$ cat src/rtl/mmd_pkg.sv
// Purpose: constants and types for the memory map address decoder
// Assumes: 32-bit processor address; word-aligned register slots
// Notes: region bounds are kept as the nine-digit figures of the map
package mmd_pkg;

  //////////////////////////////////////////////////////////////////////////
  // address space regions, nine-digit figures
  localparam logic [35:0] ROM_LO_P = 36'h000000000;
  localparam logic [35:0] ROM_HI_P = 36'h03FFFFFFF;
  localparam logic [35:0] DRAM_LO_P = 36'h400000000;
  localparam logic [35:0] DRAM_HI_P = 36'h43FFFFFFF;
  localparam logic [35:0] MAP_LO_P = 36'h500000000;
  localparam logic [35:0] MAP_HI_P = 36'h50FFFFFFF;
  localparam logic [35:0] VID_LO_P = 36'h600000000;
  localparam logic [35:0] VID_HI_P = 36'h63FFFFFFF;
  localparam logic [35:0] PR0_LO_P = 36'h900000000;
  localparam logic [35:0] PR0_HI_P = 36'h90FFFFFFF;
  localparam logic [35:0] PR1_LO_P = 36'h910000000;
  localparam logic [35:0] PR1_HI_P = 36'h91FFFFFFF;
  localparam logic [35:0] PRX_LO_P = 36'h920000000;
  localparam logic [35:0] PRX_HI_P = 36'h95FFFFFFF;

  //////////////////////////////////////////////////////////////////////////
  // internal register window
  localparam logic [31:0] INT_BASE = 32'h80000000;
  localparam logic [31:0] INT_LAST = 32'h800000FC;

  // slot offsets from the internal base
  localparam logic [7:0] OFF_ROM_FIRST = 8'h00;
  localparam logic [7:0] OFF_ROM_LAST = 8'h04;
  localparam logic [7:0] OFF_DRAM_FIRST = 8'h08;
  localparam logic [7:0] OFF_DRAM_LAST = 8'h0C;
  localparam logic [7:0] OFF_MAP_FIRST = 8'h10;
  localparam logic [7:0] OFF_MAP_LAST = 8'h1C;
  localparam logic [7:0] OFF_ADAPTER0 = 8'h20;
  localparam logic [7:0] OFF_ADAPTER1 = 8'h24;
  localparam logic [7:0] OFF_INTC = 8'h28;
  localparam logic [7:0] OFF_DMA0_FIRST = 8'h30;
  localparam logic [7:0] OFF_DMA0_CTAIL = 8'h3C;
  localparam logic [7:0] OFF_DMA1_FIRST = 8'h40;
  localparam logic [7:0] OFF_DMA1_LAST = 8'h48;
  localparam logic [7:0] OFF_DMA0_ATAIL = 8'h70;
  localparam logic [7:0] OFF_SER_FIRST = 8'h80;
  localparam logic [7:0] OFF_SER_LAST = 8'h90;
  localparam logic [7:0] OFF_PARPORT_FIRST = 8'hA0;
  localparam logic [7:0] OFF_PARPORT_LAST = 8'hB0;
  localparam logic [7:0] OFF_OLDPP_CTL = 8'hC0;
  localparam logic [7:0] OFF_OLDPP_DAT = 8'hC4;
  localparam logic [7:0] OFF_OLDPP_STS = 8'hC8;
  localparam logic [7:0] OFF_PROGIO_FIRST = 8'hD0;
  localparam logic [7:0] OFF_PROGIO_LAST = 8'hDC;
  localparam logic [7:0] OFF_VID_FIRST = 8'hE0;
  localparam logic [7:0] OFF_VID_LAST = 8'hEC;

  // off-chip address pins
  localparam int EXT_AW = 22;

  //////////////////////////////////////////////////////////////////////////
  typedef enum logic [3:0] {
    MMD_U_NONE = 4'h0,
    MMD_U_ROM = 4'h1,
    MMD_U_DRAM = 4'h2,
    MMD_U_MAP = 4'h3,
    MMD_U_ADAPTER = 4'h4,
    MMD_U_INTC = 4'h5,
    MMD_U_DMA0 = 4'h6,
    MMD_U_DMA1 = 4'h7,
    MMD_U_SER = 4'h8,
    MMD_U_PARPORT = 4'h9,
    MMD_U_PROGIO = 4'hA,
    MMD_U_VID = 4'hB
  } mmd_unit_t;

  //////////////////////////////////////////////////////////////////////////
  // the nine-digit figures carry one extra low digit; drop it
  function automatic logic [31:0] mmd_bus_addr(input logic [35:0] p);
    return p[35:4];
  endfunction

  function automatic logic mmd_in(input logic [31:0] a,
                                  input logic [35:0] lo,
                                  input logic [35:0] hi);
    return (a >= mmd_bus_addr(lo)) && (a <= mmd_bus_addr(hi));
  endfunction

  function automatic logic mmd_off_in(input logic [7:0] o,
                                      input logic [7:0] lo,
                                      input logic [7:0] hi);
    return (o >= lo) && (o <= hi);
  endfunction

endpackage

$ cat src/rtl/mmd_dec_if.sv
// Purpose: decode results passed from the leaf decoders to the top
// Assumes: all members are combinational from the current address
// Notes: none
`timescale 1ns/1ps
interface mmd_dec_if;
  logic rom;
  logic dram;
  logic mapped;
  logic intwin;
  logic pr0;
  logic pr1;
  logic prx;
  logic video;
  logic slot_ok;
  mmd_pkg::mmd_unit_t unit;

  modport region (output rom, dram, mapped, intwin, pr0, pr1, prx, video);
  modport slot (output slot_ok, unit);
  modport top (input rom, dram, mapped, intwin, pr0, pr1, prx, video,
               slot_ok, unit);
endinterface

$ cat src/rtl/mmd_region_dec.sv
// Purpose: combinational decode of the address space regions
// Assumes: addr is the current processor access address
// Notes: at most one region flag is high for any address
`timescale 1ns/1ps
module mmd_region_dec (
  input wire logic [31:0] addr,
  mmd_dec_if.region dec
);

  always_comb begin
    dec.rom = mmd_pkg::mmd_in(addr, mmd_pkg::ROM_LO_P, mmd_pkg::ROM_HI_P);
    dec.dram = mmd_pkg::mmd_in(addr, mmd_pkg::DRAM_LO_P,
                               mmd_pkg::DRAM_HI_P);
    dec.mapped = mmd_pkg::mmd_in(addr, mmd_pkg::MAP_LO_P,
                                 mmd_pkg::MAP_HI_P);
    dec.video = mmd_pkg::mmd_in(addr, mmd_pkg::VID_LO_P,
                                mmd_pkg::VID_HI_P);
    // every byte of the last word still belongs to the window
    dec.intwin = (addr >= mmd_pkg::INT_BASE)
                 && (addr[31:2] <= mmd_pkg::INT_LAST[31:2]);
    dec.pr0 = mmd_pkg::mmd_in(addr, mmd_pkg::PR0_LO_P, mmd_pkg::PR0_HI_P);
    dec.pr1 = mmd_pkg::mmd_in(addr, mmd_pkg::PR1_LO_P, mmd_pkg::PR1_HI_P);
    dec.prx = mmd_pkg::mmd_in(addr, mmd_pkg::PRX_LO_P, mmd_pkg::PRX_HI_P);
  end

endmodule

$ cat src/rtl/mmd_slot_dec.sv
// Purpose: decode of the internal register slots by offset
// Assumes: caller qualifies the result with the internal window flag
// Notes: byte bits of the offset are ignored
`timescale 1ns/1ps
module mmd_slot_dec (
  input wire logic [7:0] offset,
  mmd_dec_if.slot dec
);

  logic [7:0] o;

  always_comb begin
    o = {offset[7:2], 2'b00};
    dec.slot_ok = 1'b1;
    if (mmd_pkg::mmd_off_in(o, mmd_pkg::OFF_ROM_FIRST,
                            mmd_pkg::OFF_ROM_LAST)) begin
      dec.unit = mmd_pkg::MMD_U_ROM;
    end else if (mmd_pkg::mmd_off_in(o, mmd_pkg::OFF_DRAM_FIRST,
                                      mmd_pkg::OFF_DRAM_LAST)) begin
      dec.unit = mmd_pkg::MMD_U_DRAM;
    end else if (mmd_pkg::mmd_off_in(o, mmd_pkg::OFF_MAP_FIRST,
                                      mmd_pkg::OFF_MAP_LAST)) begin
      dec.unit = mmd_pkg::MMD_U_MAP;
    end else if (o == mmd_pkg::OFF_ADAPTER0) begin
      dec.unit = mmd_pkg::MMD_U_ADAPTER;
    end else if (o == mmd_pkg::OFF_INTC) begin
      dec.unit = mmd_pkg::MMD_U_INTC;
    end else if (mmd_pkg::mmd_off_in(o, mmd_pkg::OFF_DMA0_FIRST,
                                      mmd_pkg::OFF_DMA0_CTAIL)
                 || o == mmd_pkg::OFF_DMA0_ATAIL) begin
      dec.unit = mmd_pkg::MMD_U_DMA0;
    end else if (mmd_pkg::mmd_off_in(o, mmd_pkg::OFF_DMA1_FIRST,
                                      mmd_pkg::OFF_DMA1_LAST)) begin
      dec.unit = mmd_pkg::MMD_U_DMA1;
    end else if (mmd_pkg::mmd_off_in(o, mmd_pkg::OFF_SER_FIRST,
                                      mmd_pkg::OFF_SER_LAST)) begin
      dec.unit = mmd_pkg::MMD_U_SER;
    end else if (mmd_pkg::mmd_off_in(o, mmd_pkg::OFF_PARPORT_FIRST,
                                      mmd_pkg::OFF_PARPORT_LAST)) begin
      dec.unit = mmd_pkg::MMD_U_PARPORT;
    end else if (mmd_pkg::mmd_off_in(o, mmd_pkg::OFF_PROGIO_FIRST,
                                      mmd_pkg::OFF_PROGIO_LAST)) begin
      dec.unit = mmd_pkg::MMD_U_PROGIO;
    end else if (mmd_pkg::mmd_off_in(o, mmd_pkg::OFF_VID_FIRST,
                                      mmd_pkg::OFF_VID_LAST)) begin
      dec.unit = mmd_pkg::MMD_U_VID;
    end else begin
      // second adapter slot, old parallel slots and gaps all land here
      dec.unit = mmd_pkg::MMD_U_NONE;
      dec.slot_ok = 1'b0;
    end
  end

endmodule

$ cat src/rtl/mmd_decoder.sv
// Purpose: memory map address decoder, registered target selects
// Assumes: one access presented per cycle with acc_valid high
// Notes: selects appear one cycle after the access is presented
`timescale 1ns/1ps
module mmd_decoder (
  input wire logic clk,
  input wire logic rst,
  input wire logic acc_valid,
  input wire logic [31:0] acc_addr,
  output logic rom_sel,
  output logic dram_sel,
  output logic mapped_dram_sel,
  output logic intreg_sel,
  output mmd_pkg::mmd_unit_t intreg_unit,
  output logic [5:0] intreg_word,
  output logic periph_region0_select,
  output logic periph_region1_select,
  output logic unsup_region_hit,
  output logic video_memory_refused,
  output logic reserved_hit,
  output logic unsup_addr_trap,
  output logic [mmd_pkg::EXT_AW-1:0] ext_addr
);

  ////////////////////////////////////////////////////////////////////////////
  // decode

  mmd_dec_if dec ();

  mmd_region_dec u_region (
    .addr(acc_addr),
    .dec(dec.region)
  );

  mmd_slot_dec u_slot (
    .offset(acc_addr[7:0]),
    .dec(dec.slot)
  );

  ////////////////////////////////////////////////////////////////////////////
  // next values

  logic rom_next;
  logic dram_next;
  logic mapped_next;
  logic intreg_next;
  mmd_pkg::mmd_unit_t unit_next;
  logic [5:0] word_next;
  logic pr0_next;
  logic pr1_next;
  logic prx_next;
  logic video_next;
  logic reserved_next;
  logic trap_next;
  logic [mmd_pkg::EXT_AW-1:0] ext_next;

  logic rom_reg;
  logic dram_reg;
  logic mapped_reg;
  logic intreg_reg;
  mmd_pkg::mmd_unit_t unit_reg;
  logic [5:0] word_reg;
  logic pr0_reg;
  logic pr1_reg;
  logic prx_reg;
  logic video_reg;
  logic reserved_reg;
  logic trap_reg;
  logic [mmd_pkg::EXT_AW-1:0] ext_reg;

  always_comb begin
    rom_next = acc_valid && dec.rom;
    dram_next = acc_valid && dec.dram;
    mapped_next = acc_valid && dec.mapped;
    // register select only for implemented slots of the window
    intreg_next = acc_valid && dec.intwin && dec.slot_ok;
    unit_next = intreg_next ? dec.unit : mmd_pkg::MMD_U_NONE;
    word_next = intreg_next ? acc_addr[7:2] : 6'h00;
    pr0_next = acc_valid && dec.pr0;
    pr1_next = acc_valid && dec.pr1;
    // no chip select pin exists for these regions
    prx_next = acc_valid && dec.prx;
    // no transfer cycle is started for the video memory range
    video_next = acc_valid && dec.video;
    trap_next = acc_valid && dec.intwin && !dec.slot_ok;
    reserved_next = acc_valid && !(dec.rom || dec.dram || dec.mapped
                    || dec.video || dec.intwin || dec.pr0 || dec.pr1
                    || dec.prx);
    // off-chip address carries the low 22 bits of ROM, DRAM, mapped and peripheral region 0/1 accesses only
    if (rom_next || dram_next || mapped_next || pr0_next
        || pr1_next) begin
      ext_next = acc_addr[mmd_pkg::EXT_AW-1:0];
    end else begin
      ext_next = ext_reg;
    end
  end

  always_ff @(posedge clk) begin
    if (rst) begin
      rom_reg <= 1'b0;
      dram_reg <= 1'b0;
      mapped_reg <= 1'b0;
      intreg_reg <= 1'b0;
      unit_reg <= mmd_pkg::MMD_U_NONE;
      word_reg <= 6'h00;
      pr0_reg <= 1'b0;
      pr1_reg <= 1'b0;
      prx_reg <= 1'b0;
      video_reg <= 1'b0;
      reserved_reg <= 1'b0;
      trap_reg <= 1'b0;
      ext_reg <= '0;
    end else begin
      rom_reg <= rom_next;
      dram_reg <= dram_next;
      mapped_reg <= mapped_next;
      intreg_reg <= intreg_next;
      unit_reg <= unit_next;
      word_reg <= word_next;
      pr0_reg <= pr0_next;
      pr1_reg <= pr1_next;
      prx_reg <= prx_next;
      video_reg <= video_next;
      reserved_reg <= reserved_next;
      trap_reg <= trap_next;
      ext_reg <= ext_next;
    end
  end

  assign rom_sel = rom_reg;
  assign dram_sel = dram_reg;
  assign mapped_dram_sel = mapped_reg;
  assign intreg_sel = intreg_reg;
  assign intreg_unit = unit_reg;
  assign intreg_word = word_reg;
  assign periph_region0_select = pr0_reg;
  assign periph_region1_select = pr1_reg;
  assign unsup_region_hit = prx_reg;
  assign video_memory_refused = video_reg;
  assign reserved_hit = reserved_reg;
  assign unsup_addr_trap = trap_reg;
  assign ext_addr = ext_reg;

  logic [3:0] sel_count;
  assign sel_count = 4'(rom_sel) + 4'(dram_sel) + 4'(mapped_dram_sel)
                   + 4'(intreg_sel) + 4'(periph_region0_select)
                   + 4'(periph_region1_select);
endmodule

$ cat config.mk
export PLATFORM = sky130hd
export DESIGN_NAME = mmd_decoder
export DESIGN_NICKNAME = d
export VERILOG_FILES = /design/src/rtl/mmd_pkg.sv /design/src/rtl/mmd_dec_if.sv /design/src/rtl/mmd_region_dec.sv /design/src/rtl/mmd_slot_dec.sv /design/src/rtl/mmd_decoder.sv
export SDC_FILE = /design/constraint.sdc
export NUM_CORES = 1
export LEC_CHECK = 0
export ABC_AREA = 1
export BUFFER_PORTS_ARGS = -buffer_cell sky130_fd_sc_hd__buf_2
export CORE_MARGIN = 2
export CORE_UTILIZATION = 25
export CTS_CLUSTER_SIZE = 25
export DETAILED_ROUTE_END_ITERATION = 7
export SYNTH_ARGS = -nofsm -noshare
export SYNTH_HDL_FRONTEND = slang
export SYNTH_SLANG_ARGS = --single-unit
$ cat constraint.sdc
create_clock -name clk -period 1.6 [get_ports clk]
set_input_delay 0.32 -clock clk [delete_from_list [all_inputs] [get_ports clk]]
set_output_delay 0.32 -clock clk [all_outputs]
set_load 0.1 [all_outputs]
==> flow_summary.toml <==
[hold_path]
min_from = "acc_addr[2]"
hold_path_class = "in2reg"
hold_depth = 3
min_to = "intreg_word[0]"

[clocking]
cts_tree = "done"
path_clk_slew_ns = 0.08
cts_setup_buffers = 0
htree_levels = 2
cts_buffer_depth = 2
clockRootBuffer = "clkbuf_8"
clkLatencyLatePin_ns = 0.30
postCtsHoldBufs = 0
numCtsBuffers = 5
cts.sinks = 42
cts.repair.resized = 0

[drt]
drtIter0Drc = 44
drtAntennaViolNets = 0
num_vias = 1858
vias_per_cell = 3.99
drt-total-wl_um = 4490
remaining_drc_errors = 0
drt_pass1_iterations = 4
wire_per_inst_um = 9.63

[timing]
tightest_slew_ns = 0.515
rsz0062_at_grt = "false"
drv_slew = 0
clock_skew_ns = 0
finalSetupViolations = 0
max_freq_ghz = 0.714
hold_violations = 0
setup_slack_ns = 0.199
slew_headroom_pct = 65.9
fin_crit_ns = 1.40
period_share_pct = 87.6

[critical_path]
cp-start-kind = "register"
critPathTopFamily = "buffers and inverters"
critPathMaxFanout = 2
cp.arrival_ns = 1.08
critPathRequiredTime_ns = 1.28
r2r_cells = 2
slowest_stage = "buf_2"
max_stage_delay_ns = 0.44
r2r_start = "ext_addr[19]"
rr_endpoint = "ext_addr[19]"
worstSetupPathType = "reg2out"
ff2ff_setup_slack_ns = 1.03
end_kind = "output pin"
crit_chain = "buf_2"
cp_num_buf_inv = 1

[die]
coreArea_sq_um = 7210
initial_core_util_pct = 25.6
fp.dieW_um = 89.9
die-area_sq_um = 8090
io_pins = 77
die_h_um = 89.9
core.rowCount = 31

[power_and_ir_drop]
max-vdd-ir-drop_mv = 0.350
leakage_uw = 0.00136
power_uw = 2220
power.density_nw_per_um2 = 891

[place]
gp_congestion = 0.786
place_area_sq_um = 2380
dp_hpwl_um = 3480
io_buffers = 76
place_inst = 458
pre_cts_slack_ns = -0.111

[yosys]
synth_warnings = 0
ys_types = 19
synth_fp_nets = 315
synth_compound_area_share_pct = 2.51
synthAdderAreaFrac_pct = 0
synthesis.area_sq_um = 1850
synth_top_cell_area_share_pct = 45.6
synth_xor_area_share_pct = 0
synth.avg_cell_area_sq_um = 6.59
ys_ff_latch = 42
synth.area.mux_share_pct = 0
synth_top_family_by_area = "simple AND/OR/NAND/NOR gates"
syn_inst = 280
ys_seq_area_share_pct = 45.6
synth_area_leaders = "dfxtp_1 (46%), nor2_1 (17%), nand2_1 (15%)"
yosysTopAreaCell = "dfxtp_1"
yosys.area_share.simple_pct = 41.2

[cells_and_area]
layout.nets = 401
stdcell_count = 466
drive_gt1_share_pct = 27.5
fin_area_sq_um = 2490
utilization_pct = 34.5
final_common_cell = "nor2_1"
mostFrequentLayoutCells = "nor2_1 (85), buf_2 (76), nand2_1 (75)"
insertedDiodeCount = 0
syn2layout_area_growth_pct = 34.8
fillCellCount = 816

[global_route]
grt_pass1_vias = 1752
grt_max_degree = 33
overflow = 0
antenna_found_initial = 0
grtUsageTotal_pct = 11.6
grt_pass1_wl_um = 7610

[outcome]
status = "finished, final reports clean"

[run]
drv_cap = 0
-- final cells by class --
cell class                      instances  area (sq um)  share of cell area, %
Sequential cell                        42           841                   33.8
Multi-Input combinational cell        193           806                   32.4
Timing Repair Buffer                   85           460                   18.5
Inverter                               39           146                   5.89
Tap cell                               99           124                   4.98
Clock buffer                            6          72.6                   2.92
Clock inverter                          2          37.5                   1.51
-- Yosys cell counts --
cell       count
buf_6          4
o2111ai_1      1
clkinv_1       1
nand3_1        8
nor2_2         4
nand2_1       75
nand3_2        1
nor2_1        85
a21oi_1        1
nor3_1         2
dfxtp_1       42
nand2_2        2
nand4_1        5
o21ai_0        5
buf_1          2
nor3b_1        1
inv_1         38
o31ai_1        1
nor2_4         2
-- per-stage QoR --
stage,hold slack [ns],setup TNS (ns)
final,0.318,0
after global routing,0.329,0
after CTS,0.310,0
after detailed placement,0.469,-0.189
after global placement,0.461,-0.0677
after floorplan,0.471,0
-- sequential cells by signal, summed over array words and instances (netlist names) --
name and count:
unsup_region_hit 1, periph_region0_select 1, intreg_sel 1, unsup_addr_trap 1, dram_sel 1, periph_region1_select 1
mapped_dram_sel 1, video_memory_refused 1, rom_sel 1, intreg_word 6, ext_addr 22, reserved_hit 1
intreg_unit 4
-- tightest hold or removal path: cells and delay by family --
family / cells / cell delay [ns]
AND/OR/NAND/NOR: 1 / 0.09
buffers and inverters: 2 / 0.17
-- cell families (layout without fill, tap and decap cells) --
group | count (synthesis) | in the layout
flops | 42 | 42
compound gates | 8 | 8
simple gates | 185 | 185
buf+inv | 45 | 132
-- how the worst max path moves through the flow --
stage | to | from | slack [ns] | cells past startpoint
6_report | ext_addr[4] | ext_addr[4] | 0.20 | 1
5_1_grt | intreg_unit[1] | acc_addr[12] | 0.04 | 10
4_1_cts | ext_addr[5] | ext_addr[5] | 0.18 | 1
3_5_place_dp | intreg_unit[1] | acc_addr[12] | -0.11 | 10
3_3_place_gp | intreg_unit[1] | acc_addr[12] | -0.06 | 10
2_1_floorplan | ext_addr[5] | acc_addr[26] | 0.22 | 9
-- power breakdown --
part / total (uW) / switching [uW] / leakage (uW) / internal (uW)
registers: 1060 / 5.77 / 0.000339 / 1060
clock network: 835 / 370 / 0.0000514 / 466
logic: 317 / 226 / 0.000973 / 90.9
total: 2220 / 602 / 0.00136 / 1610
-- per-layer routing --
metal,vias to the layer above,GRT usage [%],part of all wire [%]
met5,-,0,0
met4,0,5.00,1.9
li1,1004,-,-
met2,53,19.4,45
met1,796,13.8,47
met3,5,3.52,6.3
(Power assumes the default switching activity.)
